==> src/bridge_defines.svh <==
// constants for the serial bridge: apb offsets, field positions, reset values, timing
// assumes a 40 MHz system clock and a 32-bit apb slave
`ifndef BRIDGE_DEFINES_SVH
`define BRIDGE_DEFINES_SVH

// ----------------------------------------
// clock and baud
// ----------------------------------------
`define CLK_HZ 40000000
`define BAUD_DEFAULT 115200
`define BAUD_MIN 9600
`define BAUD_MAX 921600
// divider = clk / baud, rounded down (longest bit time never overshoots)
`define DIV_DEFAULT (`CLK_HZ / `BAUD_DEFAULT)
`define DIV_MIN (`CLK_HZ / `BAUD_MAX)
`define DIV_MAX (`CLK_HZ / `BAUD_MIN)

// ----------------------------------------
// register byte offsets
// ----------------------------------------
`define OFS_CTRL 12'h000
`define OFS_BAUD 12'h004
`define OFS_STAT 12'h008
`define OFS_TXD 12'h00C
`define OFS_RXD 12'h010

// ----------------------------------------
// field positions
// ----------------------------------------
`define CTRL_HS_LSB 0
`define CTRL_HS_MSB 1
`define STAT_TX_FULL 0
`define STAT_RX_EMPTY 1
`define STAT_RX_FULL 2
`define STAT_TX_BUSY 3
`define STAT_CTS_OE_N 4
`define STAT_RTS_SEEN 5
`define STAT_ENABLED 6
`define STAT_RX_FERR 7
`define RXD_VALID 8

// ----------------------------------------
// reset values
// ----------------------------------------
`define CTRL_RESET 2'h0
`define FIFO_DEPTH_DEFAULT 4

`endif

==> src/bridge_pkg.sv <==
// types shared by the serial bridge files
// assumes bridge_defines.svh is seen by the modules, not by this package
package bridge_pkg;

  // handshake modes, encoding as written to the control register
  typedef enum logic [1:0] {
    HS_DISABLED = 2'h0,
    HS_RTS = 2'h1,
    HS_CTS = 2'h2,
    HS_RTSCTS = 2'h3
  } hs_mode_t;

  // serial engine states, gray along idle-start-data-stop
  typedef enum logic [1:0] {
    SER_IDLE = 2'h0,
    SER_START = 2'h1,
    SER_DATA = 2'h3,
    SER_STOP = 2'h2
  } ser_state_t;

  // apb request as seen by the slave
  typedef struct packed {
    logic sel;
    logic enable;
    logic write;
    logic [11:0] addr;
    logic [31:0] wdata;
  } apb_req_t;

endpackage

==> src/serial_bridge.sv <==
// serial bridge between a target uart and the relay side, apb register access
// assumes target pins are asynchronous and flow lines active low; one 40 MHz clock
`timescale 1ns/1ps
`include "bridge_defines.svh"
module serial_bridge #(
  parameter int FIFO_DEPTH = `FIFO_DEPTH_DEFAULT
) (
  // clock and reset
  input wire logic clk_in,
  input wire logic arst_n_in,
  // apb slave
  input wire logic psel_in,
  input wire logic penable_in,
  input wire logic pwrite_in,
  input wire logic [11:0] paddr_in,
  input wire logic [31:0] pwdata_in,
  output logic [31:0] prdata_out,
  output logic pready_out,
  output logic pslverr_out,
  // bridge enable
  input wire logic enable_in,
  // target serial pins
  input wire logic target_tx_in,
  output logic target_rx_out,
  // flow control, active low; cts has an output enable (low = driven)
  output logic cts_n_out,
  output logic cts_oe_n_out,
  input wire logic rts_n_in
);

  // ----------------------------------------
  // elaboration checks
  // ----------------------------------------
  initial begin
    if (FIFO_DEPTH < 2 || FIFO_DEPTH > 64) begin
      $error("serial_bridge: fifo depth out of range");
    end
  end

  // ----------------------------------------
  // functions
  // ----------------------------------------
  // clamp a requested divider into the legal baud range
  function automatic logic [15:0] clamp_div(input logic [31:0] d);
    if (d < `DIV_MIN) begin
      clamp_div = 16'(`DIV_MIN);
    end else if (d > `DIV_MAX) begin
      clamp_div = 16'(`DIV_MAX);
    end else begin
      clamp_div = d[15:0];
    end
  endfunction

  // ----------------------------------------
  // reset release and input synchronisers
  // ----------------------------------------
  logic rst_s1_reg; // first reset release flop
  logic rst_reg; // synchronous reset, active high
  logic [1:0] tx_sync_reg; // target tx line
  logic [1:0] rts_sync_reg; // target rts line, active low
  logic [1:0] en_sync_reg; // bridge enable
  logic tx_line;
  logic rts_ready;
  logic enabled;

  // reset asserts at once, releases after two edges
  always_ff @(posedge clk_in or negedge arst_n_in) begin
    if (!arst_n_in) begin
      rst_s1_reg <= 1'b1;
      rst_reg <= 1'b1;
    end else begin
      rst_s1_reg <= 1'b0;
      rst_reg <= rst_s1_reg;
    end
  end

  // two flops on each asynchronous pin; idle levels at reset
  always_ff @(posedge clk_in) begin
    if (rst_reg) begin
      tx_sync_reg <= 2'h3;
      rts_sync_reg <= 2'h3;
      en_sync_reg <= 2'h0;
    end else begin
      tx_sync_reg <= {tx_sync_reg[0], target_tx_in};
      rts_sync_reg <= {rts_sync_reg[0], rts_n_in};
      en_sync_reg <= {en_sync_reg[0], enable_in};
    end
  end

  assign tx_line = tx_sync_reg[1];
  assign rts_ready = !rts_sync_reg[1]; // low means ready
  assign enabled = en_sync_reg[1];

  // ----------------------------------------
  // configuration registers
  // ----------------------------------------
  bridge_pkg::apb_req_t req;
  bridge_pkg::hs_mode_t hs_mode_reg; // handshake mode
  logic [15:0] div_reg; // clocks per bit
  logic wr_acc;
  logic rd_acc;
  logic gate_tx;
  logic throttle_rx;

  assign req = '{sel: psel_in, enable: penable_in, write: pwrite_in, addr: paddr_in, wdata: pwdata_in};
  assign wr_acc = req.sel && req.enable && req.write;
  assign rd_acc = req.sel && req.enable && !req.write;

  // mode decode: cts mode bit gates tx, rts mode bit throttles rx
  assign gate_tx = (hs_mode_reg == bridge_pkg::HS_CTS) || (hs_mode_reg == bridge_pkg::HS_RTSCTS);
  assign throttle_rx = (hs_mode_reg == bridge_pkg::HS_RTS) || (hs_mode_reg == bridge_pkg::HS_RTSCTS);

  // software writes to control and baud
  always_ff @(posedge clk_in) begin
    if (rst_reg) begin
      hs_mode_reg <= bridge_pkg::hs_mode_t'(`CTRL_RESET);
      div_reg <= 16'(`DIV_DEFAULT);
    end else if (wr_acc) begin
      if (req.addr == `OFS_CTRL) begin
        hs_mode_reg <= bridge_pkg::hs_mode_t'(req.wdata[`CTRL_HS_MSB:`CTRL_HS_LSB]);
      end
      if (req.addr == `OFS_BAUD) begin
        div_reg <= clamp_div(req.wdata);
      end
    end
  end

  // ----------------------------------------
  // fifos: relay-to-target and target-to-relay
  // ----------------------------------------
  logic txf_in_valid;
  logic txf_in_ready;
  logic txf_out_valid;
  logic txf_out_ready;
  logic [7:0] txf_out_data;
  logic rxf_in_valid;
  logic rxf_in_ready;
  logic rxf_out_valid;
  logic rxf_out_ready;
  logic [7:0] rxf_out_data;
  logic [7:0] rx_byte_reg;

  // a write to the data register pushes a byte while enabled; a full fifo drops it (see status)
  assign txf_in_valid = wr_acc && (req.addr == `OFS_TXD) && enabled;
  // a read of the receive register pops one byte
  assign rxf_out_ready = rd_acc && (req.addr == `OFS_RXD);

  bridge_fifo #(.WIDTH(8), .DEPTH(FIFO_DEPTH)) tx_fifo (
    .clk_in(clk_in),
    .rst_in(rst_reg),
    .in_valid_in(txf_in_valid),
    .in_ready_out(txf_in_ready),
    .in_data_in(req.wdata[7:0]),
    .out_valid_out(txf_out_valid),
    .out_ready_in(txf_out_ready),
    .out_data_out(txf_out_data)
  );

  bridge_fifo #(.WIDTH(8), .DEPTH(FIFO_DEPTH)) rx_fifo (
    .clk_in(clk_in),
    .rst_in(rst_reg),
    .in_valid_in(rxf_in_valid),
    .in_ready_out(rxf_in_ready),
    .in_data_in(rx_byte_reg),
    .out_valid_out(rxf_out_valid),
    .out_ready_in(rxf_out_ready),
    .out_data_out(rxf_out_data)
  );

  // ----------------------------------------
  // transmitter toward the target
  // ----------------------------------------
  bridge_pkg::ser_state_t tx_state_reg;
  logic [15:0] tx_cnt_reg; // clocks left in this bit
  logic [2:0] tx_bit_reg; // data bit index
  logic [7:0] tx_shift_reg; // byte being sent
  logic tx_may_start;

  // a new character starts only if enabled and, when gating, rts is ready
  assign tx_may_start = enabled && txf_out_valid && (!gate_tx || rts_ready);
  assign txf_out_ready = (tx_state_reg == bridge_pkg::SER_IDLE) && tx_may_start;

  // framing: once started a character always runs to its stop bit
  always_ff @(posedge clk_in) begin
    if (rst_reg) begin
      tx_state_reg <= bridge_pkg::SER_IDLE;
      tx_cnt_reg <= '0;
      tx_bit_reg <= '0;
      tx_shift_reg <= '0;
      target_rx_out <= 1'b1;
    end else begin
      case (tx_state_reg)
        bridge_pkg::SER_IDLE: begin
          target_rx_out <= 1'b1; // idle high
          if (tx_may_start) begin
            tx_shift_reg <= txf_out_data;
            tx_cnt_reg <= div_reg - 16'h0001;
            target_rx_out <= 1'b0; // start bit
            tx_state_reg <= bridge_pkg::SER_START;
          end
        end
        bridge_pkg::SER_START: begin
          if (tx_cnt_reg == '0) begin
            tx_cnt_reg <= div_reg - 16'h0001;
            target_rx_out <= tx_shift_reg[0]; // lsb first
            tx_bit_reg <= '0;
            tx_state_reg <= bridge_pkg::SER_DATA;
          end else begin
            tx_cnt_reg <= tx_cnt_reg - 16'h0001;
          end
        end
        bridge_pkg::SER_DATA: begin
          if (tx_cnt_reg == '0) begin
            tx_cnt_reg <= div_reg - 16'h0001;
            if (tx_bit_reg == 3'h7) begin
              target_rx_out <= 1'b1; // stop bit
              tx_state_reg <= bridge_pkg::SER_STOP;
            end else begin
              target_rx_out <= tx_shift_reg[tx_bit_reg + 3'h1];
              tx_bit_reg <= tx_bit_reg + 3'h1;
            end
          end else begin
            tx_cnt_reg <= tx_cnt_reg - 16'h0001;
          end
        end
        bridge_pkg::SER_STOP: begin
          if (tx_cnt_reg == '0) begin
            tx_state_reg <= bridge_pkg::SER_IDLE;
          end else begin
            tx_cnt_reg <= tx_cnt_reg - 16'h0001;
          end
        end
        default: begin
          tx_state_reg <= bridge_pkg::SER_IDLE;
        end
      endcase
    end
  end

  // ----------------------------------------
  // receiver from the target
  // ----------------------------------------
  bridge_pkg::ser_state_t rx_state_reg;
  logic [15:0] rx_cnt_reg; // clocks to next sample point
  logic [2:0] rx_bit_reg; // data bit index
  logic rx_push_reg; // one-cycle push into rx fifo
  logic rx_ferr_reg; // sticky framing error, cleared by status read

  assign rxf_in_valid = rx_push_reg;

  // samples mid-bit; characters only accepted while enabled
  always_ff @(posedge clk_in) begin
    if (rst_reg) begin
      rx_state_reg <= bridge_pkg::SER_IDLE;
      rx_cnt_reg <= '0;
      rx_bit_reg <= '0;
      rx_byte_reg <= '0;
      rx_push_reg <= 1'b0;
    end else begin
      rx_push_reg <= 1'b0;
      case (rx_state_reg)
        bridge_pkg::SER_IDLE: begin
          if (!tx_line && enabled) begin
            rx_cnt_reg <= {1'b0, div_reg[15:1]}; // half bit to centre
            rx_state_reg <= bridge_pkg::SER_START;
          end
        end
        bridge_pkg::SER_START: begin
          if (rx_cnt_reg == '0) begin
            // a glitch that is high mid-bit is not a start
            rx_state_reg <= tx_line ? bridge_pkg::SER_IDLE : bridge_pkg::SER_DATA;
            rx_cnt_reg <= div_reg - 16'h0001;
            rx_bit_reg <= '0;
          end else begin
            rx_cnt_reg <= rx_cnt_reg - 16'h0001;
          end
        end
        bridge_pkg::SER_DATA: begin
          if (rx_cnt_reg == '0) begin
            rx_byte_reg <= {tx_line, rx_byte_reg[7:1]}; // lsb first
            rx_cnt_reg <= div_reg - 16'h0001;
            rx_bit_reg <= rx_bit_reg + 3'h1;
            if (rx_bit_reg == 3'h7) begin
              rx_state_reg <= bridge_pkg::SER_STOP;
            end
          end else begin
            rx_cnt_reg <= rx_cnt_reg - 16'h0001;
          end
        end
        bridge_pkg::SER_STOP: begin
          if (rx_cnt_reg == '0) begin
            // good stop bit: push; a full fifo drops it, as cts should have held the target
            rx_push_reg <= tx_line && rxf_in_ready && enabled;
            rx_state_reg <= bridge_pkg::SER_IDLE;
          end else begin
            rx_cnt_reg <= rx_cnt_reg - 16'h0001;
          end
        end
        default: begin
          rx_state_reg <= bridge_pkg::SER_IDLE;
        end
      endcase
    end
  end

  // framing error flag: hardware set wins over the clearing read
  always_ff @(posedge clk_in) begin
    if (rst_reg) begin
      rx_ferr_reg <= 1'b0;
    end else if (rx_state_reg == bridge_pkg::SER_STOP && rx_cnt_reg == '0 && !tx_line) begin
      rx_ferr_reg <= 1'b1;
    end else if (rd_acc && req.addr == `OFS_STAT) begin
      rx_ferr_reg <= 1'b0;
    end
  end

  // ----------------------------------------
  // clear-to-send toward the target
  // ----------------------------------------
  // driven only in rts and rtscts modes; high (not ready) once the rx fifo is full
  always_ff @(posedge clk_in) begin
    if (rst_reg) begin
      cts_n_out <= 1'b1;
      cts_oe_n_out <= 1'b1; // undriven after reset
    end else begin
      cts_oe_n_out <= !throttle_rx;
      cts_n_out <= !rxf_in_ready || !enabled;
    end
  end

  // ----------------------------------------
  // apb read data and response
  // ----------------------------------------
  logic [31:0] rdata;
  logic mapped;

  // read mux; unmapped addresses answer with pslverr
  always_comb begin
    rdata = 32'h0000_0000;
    mapped = 1'b1;
    case (req.addr)
      `OFS_CTRL: rdata[`CTRL_HS_MSB:`CTRL_HS_LSB] = hs_mode_reg;
      `OFS_BAUD: rdata[15:0] = div_reg;
      `OFS_STAT: begin
        rdata[`STAT_TX_FULL] = !txf_in_ready;
        rdata[`STAT_RX_EMPTY] = !rxf_out_valid;
        rdata[`STAT_RX_FULL] = !rxf_in_ready;
        rdata[`STAT_TX_BUSY] = (tx_state_reg != bridge_pkg::SER_IDLE);
        rdata[`STAT_CTS_OE_N] = cts_oe_n_out;
        rdata[`STAT_RTS_SEEN] = rts_ready;
        rdata[`STAT_ENABLED] = enabled;
        rdata[`STAT_RX_FERR] = rx_ferr_reg;
      end
      `OFS_TXD: rdata = 32'h0000_0000;
      `OFS_RXD: rdata = {23'h000000, rxf_out_valid, rxf_out_data};
      default: mapped = 1'b0;
    endcase
  end

  // zero-wait response registered at the setup phase, so pready rises in the access cycle
  always_ff @(posedge clk_in) begin
    if (rst_reg) begin
      pready_out <= 1'b0;
      pslverr_out <= 1'b0;
      prdata_out <= 32'h0000_0000;
    end else if (req.sel && !req.enable) begin
      pready_out <= 1'b1;
      pslverr_out <= !mapped;
      prdata_out <= req.write ? 32'h0000_0000 : rdata;
    end else begin
      pready_out <= 1'b0;
      pslverr_out <= 1'b0;
    end
  end

endmodule

==> src/bridge_fifo.sv <==
// small flop-based fifo with valid/ready on both sides
// assumes one clock and a synchronous active-high clear derived from the system reset
`timescale 1ns/1ps
module bridge_fifo #(
  parameter int WIDTH = 8,
  parameter int DEPTH = 4
) (
  // clock and reset
  input wire logic clk_in,
  input wire logic rst_in,
  // fill side
  input wire logic in_valid_in,
  output logic in_ready_out,
  input wire logic [WIDTH-1:0] in_data_in,
  // drain side
  output logic out_valid_out,
  input wire logic out_ready_in,
  output logic [WIDTH-1:0] out_data_out
);

  localparam int AW = (DEPTH > 1) ? $clog2(DEPTH) : 1;

  // depth must be a power of two so the pointers wrap for free
  initial begin
    if (DEPTH < 2 || (DEPTH & (DEPTH - 1)) != 0 || WIDTH < 1) begin
      $error("bridge_fifo: unsupported width or depth");
    end
  end

  logic [WIDTH-1:0] mem_reg [DEPTH]; // storage
  logic [AW-1:0] wr_ptr_reg; // next slot to fill
  logic [AW-1:0] rd_ptr_reg; // next slot to drain
  logic [AW:0] count_reg; // words held
  logic push;
  logic pop;

  assign push = in_valid_in && in_ready_out;
  assign pop = out_valid_out && out_ready_in;
  assign in_ready_out = (count_reg != DEPTH[AW:0]);
  assign out_valid_out = (count_reg != '0);
  assign out_data_out = mem_reg[rd_ptr_reg];

  // storage write; no reset needed, count guards reads
  always_ff @(posedge clk_in) begin
    if (push) begin
      mem_reg[wr_ptr_reg] <= in_data_in;
    end
  end

  // pointers and fill level
  always_ff @(posedge clk_in) begin
    if (rst_in) begin
      wr_ptr_reg <= '0;
      rd_ptr_reg <= '0;
      count_reg <= '0;
    end else begin
      if (push) begin
        wr_ptr_reg <= wr_ptr_reg + 1'b1;
      end
      if (pop) begin
        rd_ptr_reg <= rd_ptr_reg + 1'b1;
      end
      if (push && !pop) begin
        count_reg <= count_reg + 1'b1;
      end else if (pop && !push) begin
        count_reg <= count_reg - 1'b1;
      end
    end
  end

endmodule

==> config.mk <==
export PLATFORM = sky130hd
export DESIGN_NAME = serial_bridge
export DESIGN_NICKNAME = d
export VERILOG_FILES = /design/src/bridge_pkg.sv /design/src/serial_bridge.sv /design/src/bridge_fifo.sv
export VERILOG_INCLUDE_DIRS = /design/src
export SDC_FILE = /design/constraint.sdc
export NUM_CORES = 1
export LEC_CHECK = 0
export ABC_CLOCK_PERIOD_IN_PS = 2900
export CAP_MARGIN = 20
export CELL_PAD_IN_SITES_DETAIL_PLACEMENT = 2
export CELL_PAD_IN_SITES_GLOBAL_PLACEMENT = 2
export CORE_MARGIN = 2
export CORE_UTILIZATION = 41
export CTS_BUF_LIST = sky130_fd_sc_hd__clkbuf_16
export CTS_CLUSTER_SIZE = 14
export DETAILED_ROUTE_END_ITERATION = 8
export DONT_BUFFER_PORTS = 1
export PLACE_DENSITY = 0.79
export SLEW_MARGIN = 20
export SYNTH_ARGS = -nofsm -noshare
export SYNTH_HDL_FRONTEND = slang
export SYNTH_SLANG_ARGS = --single-unit
==> constraint.sdc <==
create_clock -name clk_in -period 2.9 [get_ports clk_in]
set_input_delay 0.435 -clock clk_in [delete_from_list [all_inputs] [get_ports clk_in]]
set_output_delay 0.435 -clock clk_in [all_outputs]
set_load 0.01 [all_outputs]
==> summary.md <==
| Metric | Value |
|---|---|
| Avg Inst Size Synth | `9.87 sq um` |
| Worst EP arrival | `3.18 ns` |
| Total Routing Usage GR | `26.4%` |
| Die area | `0.0226 sq mm` |
| Slowest stage delay, CP | `0.52 ns` |
| Commonest cells after routing, fill and taps aside | `dfxtp_1, nand2_1, nor2_1` |
| ANT nets after route | `0` |
| RSZ-0062 raised after global routing | `false` |
| Wire per inst | `24.2 um` |
| Initial DRC Count | `403` |
| HP Class | `input port to register` |
| Commonest non-fill, non-tap cell in the layout | `dfxtp_1` |
| Num rows | `53` |
| Synth area leader | `dfxtp_1` |
| Buffers and inverters on the worst path | `1` |
| # Max-Cap Violations | `0` |
| Ys flop type | `dfxtp_1` |
| DRT Pass-1 Iters | `5` |
| Crit path max-delay family | `simple AND/OR/NAND/NOR gates` |
| Register area share after synthesis | `50.1%` |
| Synth cell types | `74` |
| Met1 GRT Util | `31.1%` |
| Critical path's most frequent cell | `or3_1` |
| Die H | `150 um` |
| Vias | `7004` |
| Core area | `0.0210 sq mm` |
| Worst-skew pair later-pin latency | `0.44 ns` |
| Hold violation total from the final report | `0` |
| Post-synth top area share | `27.6%` |
| Post-DP HPWL | `20200 um` |
| Placer Congestion | `0.801` |
| Number of global-route vias before repair | `7831` |
| Post-route DRC | `0` |
| Post-layout nets | `968` |
| Max-slew violations | `0` |
| CP Max Fanout | `4` |
| Clk slew on worst S/H paths | `0.08 ns` |
| Clk_skew | `0.0163 ns` |
| Synth top area cells | `dfxtp_1, edfxtp_1, mux4_2` |
| Synthesis-stage register bit count | `187` |
| Antenna diode count | `0` |
| Overflow after GRT | `0` |
| Number of synthesized flops with an enable pin | `64` |
| Met3 Use GR | `5.70%` |
| Worst-Margin Slew | `0.824 ns` |
| Slowest CP cell | `or4_4` |
| Leakage | `3.44 nW` |
| Die width | `150 um` |
| First-pass GRT wire length | `45100 um` |
| CP Launch Type | `input port` |
| Ys async rst share | `1.07%` |
| Critical Path, Cell by Cell | `or4_4 -> or3_1 -> nor4_4 -> ha_2 -> inv_1 -> fa_2 -> xor2_1 -> or3_1 -> a21oi_1` |
| Layout cell share with drive strength beyond 1 | `12.6%` |
| Fin crit period | `2.82 ns` |
| CTS H-tree depth | `4` |
| Critical Path End Type | `register` |
| Power density cells | `586 mW/mm^2` |
| Mapped Area | `0.00878 sq mm` |
| Initial antenna violation count | `0` |
| Status | `complete, no violations` |
| Worst slew margin | `44.6%` |
| Critical path required time | `3.26 ns` |
| Root Driver | `clkbuf_16` |
| Wirelength, routed | `28600 um` |
| F_max | `0.354 GHz` |
| Hold_ws | `0.0764 ns` |
| # setup viols final | `0` |
| Ports | `89` |
| Final period utilization | `97.4%` |
| Via-to-Cell Ratio | `5.92` |
| GRT met2 Usage | `47.0%` |
| Gr busiest metal | `met2` |
| Buffers on Ports | `0` |
| Largest net degree at the start of global routing | `62` |
| Synthesis Warnings | `0` |
| Setup CP Type | `input port to register` |
| Util after Layout | `46.3%` |
| CTS buffer count | `17` |
| Max clock buf depth | `2` |
| Cell count after synthesis | `889` |
| Worst VDD drop | `0.000342 V` |
| CTS sink cnt | `187` |
| Starting Density | `41.8%` |
| CTS tree | `built` |
| Area grow syn2layout | `11.0%` |
## stage by stage
stage                     power [mW]  instances  area [sq um]  setup slack, ns  setup TNS [ns]
after floorplan                 3.27        905          8860           -0.243          -0.493
after global placement          3.42       1149          9160          -0.0797          -0.148
after detailed placement        3.45       1149          9160           -0.329          -0.777
after CTS                       5.74       1182          9730           0.0820               0
after global routing            5.93       1183          9740           0.0101               0
final                           5.71       1183          9740           0.0764               0
## report_power, final
group,internal (mW),switching (mW)
logic,0.223,0.401
registers,2.73,0.0533
clock network,1.14,1.17
total,4.09,1.62
## path summary, 6_finish.rpt
kind,startpoint,end,slack [ns],cells past startpoint
max in group asynchronous,arst_n_in,rst_s1_reg,2.46,1
min,pwdata_in[4],tx_fifo.mem_reg[2][4],0.08,0
max,paddr_in[9],tx_fifo.count_reg[2],0.08,9
min reg2reg,rst_s1_reg,rst_reg,0.36,0
max reg2reg,rx_cnt_reg[0],rx_cnt_reg[13],0.14,7
min in group asynchronous,arst_n_in,rst_s1_reg,0.42,1
## cell usage after synthesis (all sizes together), types with 18 or more instances
library cell / n
a21oi: 67
buf: 26
clkbuf: 40
dfxtp: 121
edfxtp: 64
ha: 19
inv: 31
mux4: 18
nand2: 96
nor2: 89
nor3: 26
nor4: 22
o21ai: 51
## area by class of cell
type                            instances  area, sq um
Clock buffer                           17          425
Multi-Input combinational cell        620         4010
Tap cell                              275          344
Inverter                               32          120
Clock inverter                         15          135
Timing Repair Buffer                   37          305
Sequential cell                       187         4400
Fill cell                            2197        11300
## kinds of logic after synthesis
family                     Yosys count  share of synthesized area [%]
AOI/OAI and AO/OA                  203                           14.7
muxes                               26                           5.56
buffers and inverters               98                           5.15
xor gates and xnor gates            24                           2.39
and+or+nand+nor                    329                           18.9
DFF                                187                           50.1
adders and majority gates           21                           3.16
other                                1                         0.0427
## per-layer routing
layer	share of wire, %	vias to the layer above
met4	2.7	0
met5	0	-
li1	-	3214
met3	4.3	45
met2	52	165
met1	41	3580
## worst reg2reg max path: cells and delay by family (launching register included)
family	cells	cell delay (ns)
AOI/OAI and AO/OA	2	0.59
adders and majority gates	1	0.14
buffers and inverters	1	0.12
DFF	1	0.35
and+or+nand+nor	3	1.42
## repair_timing
action / 4_1_cts / 5_1_grt
hold buffers: 1 / 0
setup buffers: 0 / 1
setup endpoints to repair: 0 / 16
resized for setup: 0 / 3
endpoints found under the hold margin: 2 / 0
(Power assumes the default switching activity.)
